`config.mk`:
```
export PLATFORM = sky130hd
export DESIGN_NAME = fep_core
export DESIGN_NICKNAME = d
export VERILOG_FILES = /design/src/rtl/fep_sync2.v /design/src/rtl/fep_scram.v /design/src/rtl/fep_core.v
export VERILOG_INCLUDE_DIRS = /design/src /design/src/rtl
export SDC_FILE = /design/constraint.sdc
export NUM_CORES = 1
export LEC_CHECK = 0
export ABC_AREA = 1
export ABC_CLOCK_PERIOD_IN_PS = 1860
export BUFFER_PORTS_ARGS = -buffer_cell sky130_fd_sc_hd__buf_2
export CAP_MARGIN = 20
export CORE_MARGIN = 2
export CORE_UTILIZATION = 45
export CTS_BUF_LIST = sky130_fd_sc_hd__clkbuf_8
export DETAILED_ROUTE_END_ITERATION = 7
export PLACE_DENSITY = 0.64
export SLEW_MARGIN = 0
export SYNTH_ARGS = -nofsm -noshare
export SYNTH_HDL_FRONTEND = slang
export SYNTH_SLANG_ARGS = --single-unit
```
`constraint.sdc`:
```
create_clock -name mclk -period 1.86 [get_ports mclk]
set_input_delay 0.093 -clock mclk [delete_from_list [all_inputs] [get_ports mclk]]
set_output_delay 0.093 -clock mclk [all_outputs]
set_load 0.01 [all_outputs]
```
`src/rtl/fep_consts.vh`:
```
// Purpose: shared offsets, field positions, reset values and timing for the PHY core
// Assumes: 50 MHz system clock derived from the 25 MHz reference
// Notes: timer counts are derived from the times below by the core
`ifndef FEP_CONSTS_VH
`define FEP_CONSTS_VH

// Register byte addresses
`define FEP_ADDR_CTRL 8'h00
`define FEP_ADDR_ADV 8'h04
`define FEP_ADDR_STAT 8'h08
`define FEP_ADDR_SDCTL 8'h14

// Control register fields
`define FEP_CTRL_SPEED 13
`define FEP_CTRL_ANEG 12
`define FEP_CTRL_SLEEP 11
`define FEP_CTRL_DUPLEX 8

// Advertisement fields and reset value
`define FEP_ADV_100FD 8
`define FEP_ADV_10HD 5
`define FEP_ADV_RST 16'h01e1

// Signal-detect control fields
`define FEP_SD_AUTOSLEEP 0
`define FEP_SD_DELAY 1
`define FEP_SD_MDIXDIS 3

// Timing in printed units
`define FEP_CLK_KHZ 50000
`define FEP_JAB_MS 20
`define FEP_REC_MS 250
`define FEP_SQE_NS 1000
`define FEP_SDD_US 10

// Bit-enable dividers for 100 and 10 Mb/s line rates
`define FEP_DIV100 5'h01
`define FEP_DIV10 5'h13

// Line code groups, first transmitted bit in the msb
`define FEP_SYM_IDLE 5'h1f
`define FEP_SYM_J 5'h18
`define FEP_SYM_K 5'h11
`define FEP_SYM_T 5'h0d
`define FEP_SYM_R 5'h07

// Start-of-frame byte as it lands in the lsb-first shift window
`define FEP_SFD_REV 8'hab

`endif

```
`src/rtl/fep_sync2.v`:
```
// Purpose: two-flop synchroniser for levels from outside the mclk domain
// Assumes: each bit is an independent, slowly changing level
// Notes: the first stage is read only by the second stage
`timescale 1ns/100ps
`default_nettype none
module fep_sync2 #(
	parameter W = 1 // Number of bits
)(
	input wire mclk, // System clock
	input wire rst_n, // Async reset, active low
	input wire [W-1:0] asyncIn, // Raw inputs
	output wire [W-1:0] syncOut // Synchronised levels
);
	reg [W-1:0] meta_ff;
	reg [W-1:0] sync_ff;

	// Two stages give metastability a full cycle to settle
	always @(posedge mclk or negedge rst_n)
	begin
		if (!rst_n)
		begin
			meta_ff <= {W{1'b0}};
			sync_ff <= {W{1'b0}};
		end
		else
		begin
			meta_ff <= asyncIn;
			sync_ff <= meta_ff;
		end
	end

	assign syncOut = sync_ff;
endmodule // fep_sync2
`default_nettype wire

```
`src/rtl/fep_scram.v`:
```
// Purpose: 11-bit stream scrambler, x^11 + x^9 + 1, used for both directions
// Assumes: en pulses once per line bit
// Notes: with load high the state trains from idle ones seen on the line
`timescale 1ns/100ps
`default_nettype none
module fep_scram (
	input wire mclk, // System clock
	input wire rst_n, // Async reset, active low
	input wire en, // One line bit
	input wire load, // Train state from received idle
	input wire dIn, // Bit in
	output wire dOut // Bit xor key
);
	reg [10:0] lfsr_ff;
	wire key;

	// Key stream tap; xor is its own inverse, so one block serves both ends
	assign key = lfsr_ff[10] ^ lfsr_ff[8];
	assign dOut = dIn ^ key;

	// Scrambled idle is the inverted key, so training shifts in ~dIn
	always @(posedge mclk or negedge rst_n)
	begin
		if (!rst_n)
			lfsr_ff <= 11'h7ff;
		else if (en)
			lfsr_ff <= {lfsr_ff[9:0], load ? ~dIn : key};
	end
endmodule // fep_scram
`default_nettype wire

```
`src/rtl/fep_core.v`:
```
// Purpose: digital core of a 10/100 twisted-pair transceiver
// Assumes: MAC logic runs on mclk; line and strap pins are asynchronous
// Notes: line bit rates are scaled to mclk enables; timers stay exact
`timescale 1ns/100ps
`default_nettype none
`include "fep_consts.vh"

// Functional notes
// [RL1] 100M transmit: nibbles to 4B/5B, scramble, NRZI, MLT3 serial symbols
// [RL2] 100M receive: clock from line edges, NRZI converted back to NRZ
// [RL3] Received stream descrambled, 5B decoded, then delivered as nibbles
// [RL4] Scrambling and descrambling happen only at 100M
// [RL5] 10M receive: Manchester split to clock and data, frames gated by squelch
// [RL6] 10M receive clock keeps running between frames
// [RL7] 10M: short test pulse on collision output after every sent frame
// [RL8] 10M: transmit enable high over 20 ms is jabber, transmitter off, COL high
// [RL9] Jabber clears after transmit enable low over 250 ms
// [RL10] Every clock derives from the single 25 MHz reference
// [RL11] Negotiation compares own and partner abilities, picks best common mode
// [RL12] Order: 100 full, 100 half, 10 full, 10 half
// [RL13] Partner not negotiating: speed from fixed signalling seen at receiver
// [RL14] Parallel detection takes duplex from control bit 8
// [RL15] Negotiation off: speed from control bit 13, duplex from bit 8
// [RL16] Large package loads speed and duplex bits from straps at reset
// [RL17] Small package defaults to 100M full duplex
// [RL18] Large package: negotiation from strap, then follows control bit 12
// [RL19] Small package: negotiation off unless RXD0 strap low
// [RL20] Controller sets signal-detect delay bit when deep standby needs it
// [RL21] Activity detect output; deep standby on its loss or on command
// [RL22] Detect and correct crossover cable unless disabled
// [RL23] Interrupt output flags status changes
// [RL24] Duplex strap is inverted before loading control bit 8
// [RL25] Speed strap loads speed bit and advertised 100M capability
// [RL26] Jabber timers count system clock cycles, not line activity
module fep_core #(
	parameter integer JAB_CYC = `FEP_JAB_MS * `FEP_CLK_KHZ, // Jabber limit in cycles
	parameter integer REC_CYC = `FEP_REC_MS * `FEP_CLK_KHZ // Jabber recovery in cycles
)(
	input wire mclk, // 50 MHz system clock
	input wire rst_n, // Async reset, active low
	input wire [7:0] regAddr, // Register byte address
	input wire [15:0] regWdata, // Register write data
	input wire regWr, // Write strobe
	input wire regRd, // Read strobe
	output reg [15:0] regRdata, // Read data, cycle after strobe
	input wire txEn, // MAC transmit enable
	input wire [3:0] txd, // MAC transmit nibble
	output wire txNibbleStb, // Nibble taken this cycle
	output reg rxDv, // Receive data valid
	output reg [3:0] rxd, // Receive nibble
	output reg rxEr, // Receive code error
	output wire rxClkEn, // Receive nibble clock enable
	output reg crs, // Carrier sense
	output reg col, // Collision, test pulse and jabber
	output reg [1:0] mlt3Out, // MLT3 level {minus, plus}
	output reg nrziOut, // NRZI line bit
	output reg manTxOut, // 10M Manchester half-bit
	output wire tx10Enable, // 10M transmitter enabled
	input wire rxLineClk, // Recovered line clock pin
	input wire rxLineData, // Line data pin
	input wire lineSquelchOk, // Line level above squelch
	input wire pairRxAct, // Energy on receive pair
	input wire pairTxAct, // Energy on transmit pair
	input wire pdSees100, // Fixed 100M signalling seen
	input wire strapSpeed, // Speed strap, high 100M
	input wire strapDuplex, // Duplex strap, low full
	input wire negotiationEnableStrap, // Negotiation strap
	input wire strapRxd0, // Small package negotiation strap
	input wire pkgSmall, // Small package tie
	input wire partnerNegotiates, // Partner sends advertisements
	input wire [3:0] partnerAbility, // Partner {100F,100H,10F,10H}
	output reg linkSpeed100, // Resolved speed
	output reg linkFullDuplex, // Resolved duplex
	output reg partnerActivityDetect, // Link partner active
	output reg deepSleep, // Deep standby request
	output reg mdixSwap, // Pairs swapped
	output reg intOut // Status change interrupt
);
	localparam integer SQE_I = `FEP_SQE_NS * `FEP_CLK_KHZ / 1000000;
	localparam integer SDD_I = `FEP_SDD_US * `FEP_CLK_KHZ / 1000;
	localparam [6:0] SQE_CYC = SQE_I[6:0];
	localparam [9:0] SDD_CYC = SDD_I[9:0];
	localparam [1:0] TX_IDLE = 2'h0;
	localparam [1:0] TX_K = 2'h1;
	localparam [1:0] TX_DATA = 2'h2;
	localparam [1:0] TX_R = 2'h3;
	localparam RX_HUNT = 1'b0;
	localparam RX_DATA = 1'b1;

	wire [5:0] lineS;
	wire [9:0] cfgS;
	reg [1:0] bootCnt_ff;
	reg ctrlSpeed_ff, ctrlDuplex_ff, ctrlAneg_ff, sleepCmd_ff;
	reg autoSleep_ff, sdDelay_ff, mdixDis_ff;
	reg [15:0] adv_ff;
	reg [3:0] common;
	reg nxtSpeed, nxtDuplex, nxtNoCommon, noCommon_ff;
	reg [4:0] divCnt_ff;
	reg [1:0] txSt_ff;
	reg [7:0] txSh_ff;
	reg [3:0] txCnt_ff;
	reg [1:0] mltPh_ff;
	reg jabber_ff, txEnP_ff;
	reg [23:0] jabCnt_ff;
	reg [6:0] sqeCnt_ff;
	reg rClkD_ff, rDatP_ff, rxSt_ff, rxLock_ff, rxStb_ff;
	reg [9:0] rxWin_ff;
	reg [2:0] rxCnt_ff;
	reg [9:0] sdCnt_ff;
	reg [6:0] statPrev_ff;
	reg [15:0] rdMux;
	wire sqS, pRxS, pTxS, pd100S, rClkS, rDatS;
	wire strapLoad, bitEn, unitEnd, txBit, scrOut, rxEdge, rxBit, descOut;
	wire [1:0] nxtPh;
	wire [6:0] statVec;
	wire [4:0] rxSym;
	wire [4:0] rxDec;

	// 4B/5B code group for a data nibble
	function [4:0] enc5;
		input [3:0] n;
		begin
			case (n)
			4'h0: enc5 = 5'h1e; 4'h1: enc5 = 5'h09; 4'h2: enc5 = 5'h14; 4'h3: enc5 = 5'h15;
			4'h4: enc5 = 5'h0a; 4'h5: enc5 = 5'h0b; 4'h6: enc5 = 5'h0e; 4'h7: enc5 = 5'h0f;
			4'h8: enc5 = 5'h12; 4'h9: enc5 = 5'h13; 4'ha: enc5 = 5'h16; 4'hb: enc5 = 5'h17;
			4'hc: enc5 = 5'h1a; 4'hd: enc5 = 5'h1b; 4'he: enc5 = 5'h1c; default: enc5 = 5'h1d;
			endcase
		end
	endfunction

	// Inverse table, msb flags a group that is not a data code
	function [4:0] dec5;
		input [4:0] s;
		begin
			case (s)
			5'h1e: dec5 = 5'h00; 5'h09: dec5 = 5'h01; 5'h14: dec5 = 5'h02; 5'h15: dec5 = 5'h03;
			5'h0a: dec5 = 5'h04; 5'h0b: dec5 = 5'h05; 5'h0e: dec5 = 5'h06; 5'h0f: dec5 = 5'h07;
			5'h12: dec5 = 5'h08; 5'h13: dec5 = 5'h09; 5'h16: dec5 = 5'h0a; 5'h17: dec5 = 5'h0b;
			5'h1a: dec5 = 5'h0c; 5'h1b: dec5 = 5'h0d; 5'h1c: dec5 = 5'h0e; 5'h1d: dec5 = 5'h0f;
			default: dec5 = 5'h1e;
			endcase
		end
	endfunction

	// Every pin from outside the mclk domain passes two flops
	fep_sync2 #(.W(6)) uLineSync (
		.mclk(mclk),
		.rst_n(rst_n),
		.asyncIn({lineSquelchOk, pairRxAct, pairTxAct, pdSees100, rxLineClk, rxLineData}),
		.syncOut(lineS)
	);
	fep_sync2 #(.W(10)) uCfgSync (
		.mclk(mclk),
		.rst_n(rst_n),
		.asyncIn({strapSpeed, strapDuplex, negotiationEnableStrap, strapRxd0, pkgSmall,
			partnerNegotiates, partnerAbility}),
		.syncOut(cfgS)
	);
	assign {sqS, pRxS, pTxS, pd100S, rClkS, rDatS} = lineS;

	// Straps are caught once the synchronisers have filled after release
	assign strapLoad = (bootCnt_ff == 2'h2);
	always @(posedge mclk or negedge rst_n)
	begin
		if (!rst_n)
			bootCnt_ff <= 2'h0;
		else if (bootCnt_ff != 2'h3)
			bootCnt_ff <= bootCnt_ff + 2'h1;
	end

	// Control, advertisement and signal-detect registers
	always @(posedge mclk or negedge rst_n)
	begin
		if (!rst_n)
		begin
			ctrlSpeed_ff <= 1'b1;
			ctrlDuplex_ff <= 1'b1;
			ctrlAneg_ff <= 1'b0;
			sleepCmd_ff <= 1'b0;
			adv_ff <= `FEP_ADV_RST;
			autoSleep_ff <= 1'b0;
			sdDelay_ff <= 1'b0;
			mdixDis_ff <= 1'b0;
		end
		else if (strapLoad)
		begin
			if (cfgS[5])
			begin
				ctrlSpeed_ff <= 1'b1; // RL17
				ctrlDuplex_ff <= 1'b1; // RL17
				ctrlAneg_ff <= ~cfgS[6]; // RL19
			end
			else
			begin
				ctrlSpeed_ff <= cfgS[9]; // RL16 RL25
				ctrlDuplex_ff <= ~cfgS[8]; // RL16 RL24
				ctrlAneg_ff <= cfgS[7]; // RL18
				adv_ff[8:7] <= {2{cfgS[9]}}; // RL25
			end
		end
		else if (regWr)
		begin
			case (regAddr)
			`FEP_ADDR_CTRL:
			begin
				ctrlSpeed_ff <= regWdata[`FEP_CTRL_SPEED]; // RL15
				ctrlAneg_ff <= regWdata[`FEP_CTRL_ANEG]; // RL18
				sleepCmd_ff <= regWdata[`FEP_CTRL_SLEEP]; // RL21
				ctrlDuplex_ff <= regWdata[`FEP_CTRL_DUPLEX]; // RL15
			end
			`FEP_ADDR_ADV: adv_ff <= regWdata;
			`FEP_ADDR_SDCTL:
			begin
				autoSleep_ff <= regWdata[`FEP_SD_AUTOSLEEP];
				sdDelay_ff <= regWdata[`FEP_SD_DELAY];
				mdixDis_ff <= regWdata[`FEP_SD_MDIXDIS];
			end
			default: ;
			endcase
		end
	end

	// Mode resolution from negotiation, parallel detection or forced bits
	always @*
	begin
		common = adv_ff[`FEP_ADV_100FD:`FEP_ADV_10HD] & cfgS[3:0]; // RL11
		nxtNoCommon = 1'b0;
		nxtSpeed = ctrlSpeed_ff; // RL15
		nxtDuplex = ctrlDuplex_ff; // RL15
		if (ctrlAneg_ff && cfgS[4])
		begin
			nxtSpeed = common[3] | common[2]; // RL12
			nxtDuplex = common[3] | (~common[2] & common[1]); // RL12
			nxtNoCommon = ~|common;
		end
		else if (ctrlAneg_ff)
		begin
			nxtSpeed = pd100S; // RL13
			nxtDuplex = ctrlDuplex_ff; // RL14
		end
	end

	// Line bit enable from one divider off the reference-derived clock
	assign bitEn = (divCnt_ff == 5'h00);
	always @(posedge mclk or negedge rst_n)
	begin
		if (!rst_n)
		begin
			divCnt_ff <= 5'h00;
			linkSpeed100 <= 1'b0;
			linkFullDuplex <= 1'b0;
			noCommon_ff <= 1'b0;
		end
		else
		begin
			divCnt_ff <= bitEn ? (linkSpeed100 ? `FEP_DIV100 : `FEP_DIV10) : divCnt_ff - 5'h01; // RL10
			linkSpeed100 <= nxtSpeed;
			linkFullDuplex <= nxtDuplex;
			noCommon_ff <= nxtNoCommon;
		end
	end

	// Unit boundary: a 5-bit group at 100M or a nibble of half-bits at 10M
	assign unitEnd = bitEn && (txCnt_ff <= 4'h1);
	assign txNibbleStb = unitEnd && txEn &&
		(linkSpeed100 ? (txSt_ff == TX_DATA) : ~jabber_ff);
	assign txBit = txSh_ff[4];
	assign tx10Enable = ~jabber_ff; // RL8
	assign nxtPh = mltPh_ff + {1'b0, scrOut};

	fep_scram uTxScr (
		.mclk(mclk),
		.rst_n(rst_n),
		.en(bitEn & linkSpeed100), // RL4
		.load(1'b0),
		.dIn(txBit),
		.dOut(scrOut)
	);

	// Transmit sequencer and line coders
	always @(posedge mclk or negedge rst_n)
	begin
		if (!rst_n)
		begin
			txSt_ff <= TX_IDLE;
			txSh_ff <= 8'h1f;
			txCnt_ff <= 4'h0;
			mltPh_ff <= 2'h0;
			mlt3Out <= 2'h0;
			nrziOut <= 1'b0;
			manTxOut <= 1'b0;
		end
		else if (bitEn)
		begin
			if (linkSpeed100)
			begin
				nrziOut <= nrziOut ^ scrOut; // RL1
				mltPh_ff <= nxtPh; // RL1
				mlt3Out <= (nxtPh == 2'h1) ? 2'h1 : ((nxtPh == 2'h3) ? 2'h2 : 2'h0); // RL1
			end
			// Half-bits: inverted value first, true value second
			manTxOut <= ~linkSpeed100 && (txSt_ff == TX_DATA) &&
				(txCnt_ff[0] ? txSh_ff[0] : ~txSh_ff[0]);
			if (unitEnd && linkSpeed100)
			begin
				txCnt_ff <= 4'h5;
				case (txSt_ff)
				TX_IDLE:
				begin
					txSh_ff <= {3'h0, txEn ? `FEP_SYM_J : `FEP_SYM_IDLE}; // RL1
					txSt_ff <= txEn ? TX_K : TX_IDLE;
				end
				TX_K:
				begin
					txSh_ff <= {3'h0, `FEP_SYM_K};
					txSt_ff <= TX_DATA;
				end
				TX_DATA:
				begin
					txSh_ff <= {3'h0, txEn ? enc5(txd) : `FEP_SYM_T}; // RL1
					txSt_ff <= txEn ? TX_DATA : TX_R;
				end
				TX_R:
				begin
					txSh_ff <= {3'h0, `FEP_SYM_R};
					txSt_ff <= TX_IDLE;
				end
				default: txSt_ff <= TX_IDLE;
				endcase
			end
			else if (unitEnd)
			begin
				txCnt_ff <= 4'h8;
				txSh_ff <= txNibbleStb ? {4'h0, txd} : 8'h00;
				txSt_ff <= txNibbleStb ? TX_DATA : TX_IDLE;
			end
			else
			begin
				txCnt_ff <= txCnt_ff - 4'h1;
				if (linkSpeed100)
					txSh_ff <= {txSh_ff[6:0], 1'b1};
				else if (txCnt_ff[0])
					txSh_ff <= {1'b0, txSh_ff[7:1]};
			end
		end
	end

	// Jabber watchdog and frame-end test pulse; counts are cycles of mclk
	always @(posedge mclk or negedge rst_n)
	begin
		if (!rst_n)
		begin
			jabber_ff <= 1'b0;
			jabCnt_ff <= 24'h000000;
			txEnP_ff <= 1'b0;
			sqeCnt_ff <= 7'h00;
			col <= 1'b0;
		end
		else
		begin
			txEnP_ff <= txEn;
			if (linkSpeed100 || (txEn == jabber_ff))
				jabCnt_ff <= 24'h000000;
			else if (!jabber_ff && jabCnt_ff >= JAB_CYC[23:0])
			begin
				jabber_ff <= 1'b1; // RL8 RL26
				jabCnt_ff <= 24'h000000;
			end
			else if (jabber_ff && jabCnt_ff >= REC_CYC[23:0])
			begin
				jabber_ff <= 1'b0; // RL9 RL26
				jabCnt_ff <= 24'h000000;
			end
			else
				jabCnt_ff <= jabCnt_ff + 24'h000001;
			if (txEnP_ff && !txEn && !linkSpeed100 && !jabber_ff)
				sqeCnt_ff <= SQE_CYC; // RL7
			else if (sqeCnt_ff != 7'h00)
				sqeCnt_ff <= sqeCnt_ff - 7'h01;
			col <= jabber_ff || (sqeCnt_ff != 7'h00); // RL7 RL8 RL9
		end
	end

	// Recovered clock edge; descrambler trains until ten idle ones are seen
	assign rxEdge = rClkS & ~rClkD_ff; // RL2 RL5
	assign rxBit = linkSpeed100 ? descOut : rDatS; // RL4
	assign rxSym = {rxWin_ff[3:0], rxBit};
	assign rxDec = dec5(rxSym);
	fep_scram uRxScr (
		.mclk(mclk),
		.rst_n(rst_n),
		.en(rxEdge & linkSpeed100), // RL4
		.load(~rxLock_ff),
		.dIn(rDatS ^ rDatP_ff), // RL2
		.dOut(descOut) // RL3
	);

	// Receive framing, decoding and nibble assembly
	always @(posedge mclk or negedge rst_n)
	begin
		if (!rst_n)
		begin
			rClkD_ff <= 1'b0;
			rDatP_ff <= 1'b0;
			rxWin_ff <= 10'h000;
			rxSt_ff <= RX_HUNT;
			rxLock_ff <= 1'b0;
			rxCnt_ff <= 3'h0;
			rxStb_ff <= 1'b0;
			rxDv <= 1'b0;
			rxd <= 4'h0;
			rxEr <= 1'b0;
		end
		else
		begin
			rClkD_ff <= rClkS;
			rxStb_ff <= 1'b0;
			if (!sqS || (!linkSpeed100 && rxLock_ff))
			begin
				rxLock_ff <= 1'b0;
				rxSt_ff <= RX_HUNT; // RL5
				rxDv <= 1'b0;
			end
			else if (rxEdge)
			begin
				rDatP_ff <= rDatS;
				rxWin_ff <= {rxWin_ff[8:0], rxBit};
				if (linkSpeed100 && &rxWin_ff)
					rxLock_ff <= 1'b1;
				rxCnt_ff <= rxCnt_ff + 3'h1;
				if (rxSt_ff == RX_HUNT)
				begin
					if (linkSpeed100 ? (rxLock_ff && {rxWin_ff[8:0], rxBit} == {`FEP_SYM_J, `FEP_SYM_K})
						: ({rxWin_ff[6:0], rxBit} == `FEP_SFD_REV))
					begin
						rxSt_ff <= RX_DATA;
						rxCnt_ff <= 3'h0;
						rxDv <= ~linkSpeed100;
						rxd <= 4'hd;
						rxStb_ff <= ~linkSpeed100;
					end
				end
				else if (linkSpeed100 && rxCnt_ff == 3'h4)
				begin
					rxCnt_ff <= 3'h0;
					if (rxSym == `FEP_SYM_T || rxSym == `FEP_SYM_IDLE)
					begin
						rxSt_ff <= RX_HUNT;
						rxDv <= 1'b0;
					end
					else
					begin
						rxd <= rxDec[3:0]; // RL3
						rxEr <= rxDec[4];
						rxDv <= 1'b1;
						rxStb_ff <= 1'b1; // RL3
					end
				end
				else if (!linkSpeed100 && rxCnt_ff == 3'h3)
				begin
					rxCnt_ff <= 3'h0;
					rxd <= {rxBit, rxWin_ff[0], rxWin_ff[1], rxWin_ff[2]}; // RL5
					rxEr <= 1'b0;
					rxStb_ff <= 1'b1;
				end
			end
		end
	end

	// Between frames the nibble clock falls back to the local divider
	assign rxClkEn = (rxSt_ff == RX_DATA) ? rxStb_ff : unitEnd; // RL6

	// Activity detect, standby, crossover, carrier and status change
	assign statVec = {deepSleep, noCommon_ff, jabber_ff, mdixSwap, partnerActivityDetect,
		linkFullDuplex, linkSpeed100};
	always @(posedge mclk or negedge rst_n)
	begin
		if (!rst_n)
		begin
			sdCnt_ff <= 10'h000;
			partnerActivityDetect <= 1'b0;
			deepSleep <= 1'b0;
			mdixSwap <= 1'b0;
			crs <= 1'b0;
			statPrev_ff <= 7'h00;
			intOut <= 1'b0;
		end
		else
		begin
			if (!sqS)
			begin
				sdCnt_ff <= 10'h000;
				partnerActivityDetect <= 1'b0; // RL21
			end
			else if (!sdDelay_ff || sdCnt_ff == SDD_CYC)
				partnerActivityDetect <= 1'b1; // RL20 RL21
			else
				sdCnt_ff <= sdCnt_ff + 10'h001;
			deepSleep <= sleepCmd_ff || (autoSleep_ff && !partnerActivityDetect); // RL21
			if (mdixDis_ff)
				mdixSwap <= 1'b0; // RL22
			else if (pTxS && !pRxS)
				mdixSwap <= 1'b1; // RL22
			else if (pRxS && !pTxS)
				mdixSwap <= 1'b0; // RL22
			crs <= rxDv || (!linkFullDuplex && txSt_ff != TX_IDLE) || (!linkSpeed100 && txEn);
			statPrev_ff <= statVec;
			if (statVec != statPrev_ff)
				intOut <= 1'b1; // RL23
			else if (regRd && regAddr == `FEP_ADDR_STAT)
				intOut <= 1'b0;
		end
	end

	// Read mux; unmapped addresses read zero
	always @*
	begin
		rdMux = 16'h0000;
		case (regAddr)
		`FEP_ADDR_CTRL:
		begin
			rdMux[`FEP_CTRL_SPEED] = ctrlSpeed_ff;
			rdMux[`FEP_CTRL_ANEG] = ctrlAneg_ff;
			rdMux[`FEP_CTRL_SLEEP] = sleepCmd_ff;
			rdMux[`FEP_CTRL_DUPLEX] = ctrlDuplex_ff;
		end
		`FEP_ADDR_ADV: rdMux = adv_ff;
		`FEP_ADDR_STAT: rdMux = {9'h000, statVec};
		`FEP_ADDR_SDCTL:
		begin
			rdMux[`FEP_SD_AUTOSLEEP] = autoSleep_ff;
			rdMux[`FEP_SD_DELAY] = sdDelay_ff;
			rdMux[`FEP_SD_MDIXDIS] = mdixDis_ff;
		end
		default: rdMux = 16'h0000;
		endcase
	end

	// Read data stands for exactly the cycle after the strobe
	always @(posedge mclk or negedge rst_n)
	begin
		if (!rst_n)
			regRdata <= 16'h0000;
		else
			regRdata <= regRd ? rdMux : 16'h0000;
	end
endmodule // fep_core
`default_nettype wire

```
# ---- After elaboration in Yosys (flattened, before gate mapping)
# Memory sizes are Yosys's and may differ from the RTL's.
# Cells that the tools add are included.
dict set report op_classes {
  order_cmp 3
  bitwise 24
  eq_ne 26
  shift 0
  n_mux 103
  addsub 8
  mul 0
  n_div 0
  n_reduce_logical 76
}
# cell n
set op_table {}
lappend op_table {{2-to-1 mux 24 bit} 3}
lappend op_table {{2-to-1 mux 1 bit} 56}
lappend op_table {{2-to-1 mux 4 bit} 8}
lappend op_table {{2-to-1 mux 8 bit} 4}
lappend op_table {{one-hot mux 8 bit (4 select lines)} 1}
lappend op_table {{adder 24 x 1 -> 24 bit, second input constant} 1}
lappend op_table {{greater-or-equal comparator 24 x 20 -> 1 bit, second input constant} 1}
lappend op_table {{greater-or-equal comparator 24 bit, second input constant} 1}
lappend op_table {{nonzero test 2 bit} 12}
lappend op_table {{logical AND 1 bit} 23}
lappend op_table {{2-to-1 mux 10 bit} 2}
lappend op_table {{2-to-1 mux 2 bit} 9}
lappend op_table {{2-to-1 mux 9 bit} 2}
lappend op_table {{2-to-1 mux 16 bit} 1}
lappend op_table {{2-to-1 mux 3 bit} 5}
lappend op_table {{2-to-1 mux 5 bit} 3}
lappend op_table {{AND reduction 3 bit} 5}
lappend op_table {{2-to-1 mux 7 bit} 2}
lappend op_table {{AND reduction 2 bit} 7}
lappend op_table {{NOT 1 bit} 11}
lappend op_table {{adder 10 x 1 -> 10 bit, second input constant} 1}
lappend op_table {{== test 10 bit, second input constant} 1}
lappend op_table {{== test 10 x 9 -> 1 bit, second input constant} 1}
lappend op_table {{logical NOT 1 bit} 10}
lappend op_table {{other kinds (42)} 70}
dict set report word_totals {
  romBits 240
  n_memories 2
  elab_cells 292
  latch_bits 0
  out_inout_bits 37
  regBits 203
  input_bits 49
  mem_bits_rw 0
}
# name depth width read_ports rd_ports_with_merged_regs write_ports line
set mem_list {}
lappend mem_list {{(name not given)} 32 5 1 0 0 fep_core.v:136} ;# case (s)
lappend mem_list {{(name not given)} 16 5 1 0 0 fep_core.v:123} ;# case (n)

# ---- Depth between registers and ports, before layout
dict set report logic_depth {
  ltp_word 10
  depth_mapped 12
  ltp_nobuf 12
}

# ---- Hierarchy
# A second synthesis with hierarchy kept.
dict set report hier_totals {
  hier_cells 1126
  area_unflattened_um2 9728.1
}
# mod seq_area_each_um2 cells_each n_inst area_per_inst_um2
set modules_own_cells {}
lappend modules_own_cells {fep_core 3743.6 988 1 7951.4}
lappend modules_own_cells {fep_scram 289.0 53 2 488.0}
lappend modules_own_cells {{fep_sync2 (uCfgSync)} 500.5 20 1 500.5}
lappend modules_own_cells {{fep_sync2 (uLineSync)} 300.3 12 1 300.3}

# ---- Worst setup path after synthesis
# No wires, ideal clock.
dict set report synth_timing {
  kind {reg-to-reg}
  start {reg txCnt_ff[0]}
  end {reg txSh_ff[2]}
  stages_incl_launch_ff 11
  slack_ns 0.247
  required_time_ns 1.776
  setup_ns 0.084
  path_buffers 0
  t_arrival_ns 1.529
  cell_sequence {dfrtp_1 inv_1 ha_1 o21ai_1 nor2_4 nand2_1 inv_1 a21oi_1 o21ai_0 nand3_1 o21ai_0}
}
dict set report synth_via {
  elab_chain_cells 7
}
# element line
set synth_lines {}
lappend synth_lines {{start: declaration} fep_core.v:101} ;# reg [3:0] txCnt_ff;
lappend synth_lines {{start signal: assignment} fep_core.v:340} ;# txCnt_ff <= txCnt_ff - 4'h1;
lappend synth_lines {{less-or-equal comparator 4 x 1 -> 1 bit} fep_core.v:265} ;# assign unitEnd = bitEn && (txCnt_ff <= 4'h1);
lappend synth_lines {{logical AND 1 bit} fep_core.v:265}
lappend synth_lines {{logical AND 1 bit (2 in a row)} fep_core.v:266} ;# assign txNibbleStb = unitEnd && txEn &&
lappend synth_lines {{2-to-1 mux 4 bit} fep_core.v:335} ;# txSh_ff <= txNibbleStb ? {4'h0, txd} : 8'h00;
lappend synth_lines {{2-to-1 mux 8 bit} fep_core.v:332} ;# else if (unitEnd)
lappend synth_lines {{2-to-1 mux 8 bit} fep_core.v:305} ;# if (unitEnd && linkSpeed100)
lappend synth_lines {{end signal: assignment} fep_core.v:311} ;# txSh_ff <= {3'h0, txEn ? `FEP_SYM_J : `FEP_SYM_IDLE};
lappend synth_lines {{end signal: assignment} fep_core.v:335}
lappend synth_lines {{end signal: assignment} fep_core.v:342} ;# txSh_ff <= {txSh_ff[6:0], 1'b1};
lappend synth_lines {{end: declaration} fep_core.v:100} ;# reg [7:0] txSh_ff;
# Parallel ways exist; a longest one is shown, timed or not.
# A chain may end at the register's enable or synchronous reset.

# ---- Worst setup path in the final report
dict set report layout_timing {
  start {reg divCnt_ff[1]}
  end {out rxClkEn}
}
dict set report layout_via {
  elab_chain_cells 3
}
# element line
set layout_lines {}
lappend layout_lines {{start: declaration} fep_core.v:98} ;# reg [4:0] divCnt_ff;
lappend layout_lines {{start signal: assignment} fep_core.v:257} ;# divCnt_ff <= bitEn ? (linkSpeed100 ? `FEP_DIV100 : `FEP_DIV10) : divCnt_ff - 5'h01;
lappend layout_lines {{logical NOT 5 bit} fep_core.v:245} ;# assign bitEn = (divCnt_ff == 5'h00);
lappend layout_lines {{logical AND 1 bit} fep_core.v:265}
lappend layout_lines {{2-to-1 mux 1 bit} fep_core.v:472} ;# assign rxClkEn = (rxSt_ff == RX_DATA) ? rxStb_ff : unitEnd;
lappend layout_lines {{end: declaration} fep_core.v:52} ;# output wire rxClkEn,
# Every way passes these cells.

==> impl_metrics.toml <==
[yosys]
synth_top_family_by_area = "simple AND/OR/NAND/NOR gates"
synth_mux_area_share_pct = 0
synthXorXnorAreaFrac_pct = 3.04
syn_inst = 1098
ys_seq_area_share_pct = 53.8
synth_warnings = 0
synth-seq-cells = 203
synthTopCellsByArea = "dfrtp_1, nand2_1, dfstp_2"
synth_edf_count = 0
yosysTopAreaCell = "dfrtp_1"
syn-cell-area_mm2 = 0.00952
ys.flop_type = "dfrtp_1"
synth-adder-area-share_pct = 2.37
synth_fp_nets = 1165
yosys.area_share.simple_pct = 24.4
synthArstFlopShare_pct = 100
avgSynthCellArea_um2 = 8.67
synth.distinct_cells = 54
synth_top_area_share_pct = 44.4
synth_compound_area_share_pct = 9.53

[clock_tree]
root_buffer = "clkbuf_8"
cts_sinks = 203
ctsLongestPathBuffers = 3
cts.htree.levels = 2
clock_latency_ps = 540
cts_buffers = 35
cts_tree = "yes"
clk_pin_slew_worst_paths_ps = 60

[power]
intPower_mw = 8.38
clkPwrFrac_pct = 35.9
p_per_area_mw_per_mm2 = 1010
p_leak_nw = 5.87
pwr-share-seq_pct = 45.9
ir_drop_v = 0.000636
power_frac_comb_pct = 18.2
p_switching_mw = 3.53
sw_frac_of_total_pct = 29.7

[status]
outcome = "complete, but fails checks"
violations = "negative setup slack"

[cells_and_area]
layout_common_cells = "nand2_1, dfrtp_1, inv_1"
final_nets = 1350
antenna-diode-count = 0
drive_gt1_share_pct = 21.3
areaGrowthSynthToFinish_pct = 24.4
nFillCells = 1887
final_common_cell = "nand2_1"

[placement]
detailed_place_hpwl_um = 14600
routabilityCongestion = 0.886
io_buffers = 85
dp_slack_ps = 144

[sta]
finalCriticalPeriod_ps = 1970
fin_ws_ps = -106
rsz0062_at_grt = "yes"
slew_headroom_pct = 68.0
hold_violations = 0
worst_slew_pin_slew_ps = 481
finClkSkew_ps = 22.2
maxClockFrequency_mhz = 509
slew_violations = 0
setup_tns_ps = -194
setup_violations = 2
finalCritPeriodShare_pct = 106

[setup_path]
cp-endpoint = "rxClkEn"
r2r_cells = 9
cp_data_arrival_time_ps = 1870
r2r_start = "jabCnt_ff[20]"
start_kind = "flip-flop"
r2r-end = "jabCnt_ff[0]"
worstPathMaxFanout = 4
crit_start = "divCnt_ff[1]"
cp-end-kind = "output port"
regToRegSetupSlack_ps = 100
path_class = "flip-flop to output port"
crit_required_ps = 1770

[routing]
ant_nets = 0
drtIter0Drc = 406
wl_per_cell_um = 13.4
vias_per_cell = 4.90
wl_um = 21200
drtPass1Iterations = 6
drc = 0
vias = 7763

[floorplanning]
die_area_mm2 = 0.0223
fp.dieH_um = 149
initial_utilization_pct = 45.6
io_pins = 86
die_w_um = 149
num_rows = 53
core_area_mm2 = 0.0209

[global_routing]
grt_start_max_net_pins = 57
grt_usage_pct = 19.2
grt_pass1_vias = 7406
overflow = 0
antenna_found_initial = 0
grt_pass1_wl_um = 35200

[job]
cap_violations = 0

[worst_hold_path]
hold_path_class = "input pin to flip-flop"
through the flow:
stage               instance area, um^2  total power [mW]  hold slack [ps]  std cells  util [%]
detailed placement                10400              7.45              108       1468      49.9
CTS                               11700              12.0            0.842       1580      56.2
finish                            11800              11.9             29.0       1585      56.7
floorplan                          9520              6.77             -203       1098         -
global route                      11800              12.7             39.1       1585      56.7
global placement                  10400              7.43              106       1468      49.9
logic make-up after synthesis:
group,Yosys count
AO/OA/AOI/OAI,163
XOR/XNOR,33
adder cells (fa/ha/maj),18
buffers and inverters,162
flip-flops,203
AND/OR/NAND/NOR,519
what timing repair did:
item | 4_1_cts | 5_1_grt
pin swaps | 3 | 6
cloned | 0 | 2
hold buffers | 41 | 0
gates resized for setup | 24 | 21
hold endpoints to repair | 192 | 0
setup endpoints to repair | 2 | 21
setup buffers | 7 | 3
metal layers:
metal	GRT usage, %	up-vias	routed length [um]	share of wire [%]
li1	-	3901	-	-
met1	26.4	3647	9730	46
met3	3.17	47	902	4.3
met5	0	-	0	0
met2	30.8	168	10100	48
met4	6.95	0	482	2.3
flip-flops by register name, indices dropped and copies added, names as in the netlist, 5 cells and up:
name and cells:
uRxScr.lfsr_ff 11, sqeCnt_ff 7, statPrev_ff 7, uLineSync.meta_ff 6, uLineSync.syncOut 6, rxWin_ff 10, uCfgSync.syncOut 10, regRdata 16
txSh_ff 8, divCnt_ff 5, adv_ff 16, sdCnt_ff 10, jabCnt_ff 24, uCfgSync.meta_ff 10, uTxScr.lfsr_ff 11
critical path, cell delays in order, from the launching register on:
cell	delay, ps
dfrtp_1	370
inv_2	100
ha_4	140
inv_2	40
nor2_4	90
nand2_2	70
nor2_4	130
buf_6	130
inv_8	30
o21ai_2	110
buf_2	140
cell type report:
cell class	instances	area, um^2	share of cell area [%]
clock buffers	43	592	5.00
clock inverters	21	173	1.46
inverters	144	553	4.67
multi-input cells	735	3870	32.7
flip-flops and latches	203	5120	43.3
well taps	275	344	2.91
repair buffers	164	1180	9.97
cells in the mapped netlist (4+ instances only):
cell / instances
nand4_1: 14
nor4_4: 4
nor4_1: 4
nand3_2: 4
inv_2: 10
ha_1: 18
nor2_1: 99
xnor2_1: 8
buf_2: 9
inv_1: 133
a21oi_1: 36
nand2_2: 5
a31oi_1: 8
nand2_1: 296
buf_4: 4
dfrtp_1: 169
dfstp_2: 34
o21ai_1: 10
nand3_1: 62
o21ai_0: 84
xor2_1: 25
nor3_1: 12
power groups by stage:
stage | registers, mW | clock network, mW | logic, mW
2_1_floorplan | 5.44 | 0 | 1.33
3_3_place_gp | 5.51 | 0 | 1.92
3_5_place_dp | 5.51 | 0 | 1.94
4_1_cts | 5.46 | 4.40 | 2.14
5_1_grt | 5.54 | 4.62 | 2.50
6_report | 5.47 | 4.27 | 2.17
worst min path at each step:
stage | start | to | slack [ps] | cells after the start
6_report | txd[2] | txSh_ff[2] | 30 | 5
5_1_grt | txd[2] | txSh_ff[2] | 40 | 5
4_1_cts | txd[0] | txSh_ff[0] | 0.8 | 5
3_5_place_dp | rst_n | txCnt_ff[3] | 110 | 1
3_3_place_gp | rst_n | txCnt_ff[3] | 110 | 1
2_1_floorplan | rst_n | adv_ff[10] | -200 | 0
No activity file was read; power rests on OpenSTA's default activity.
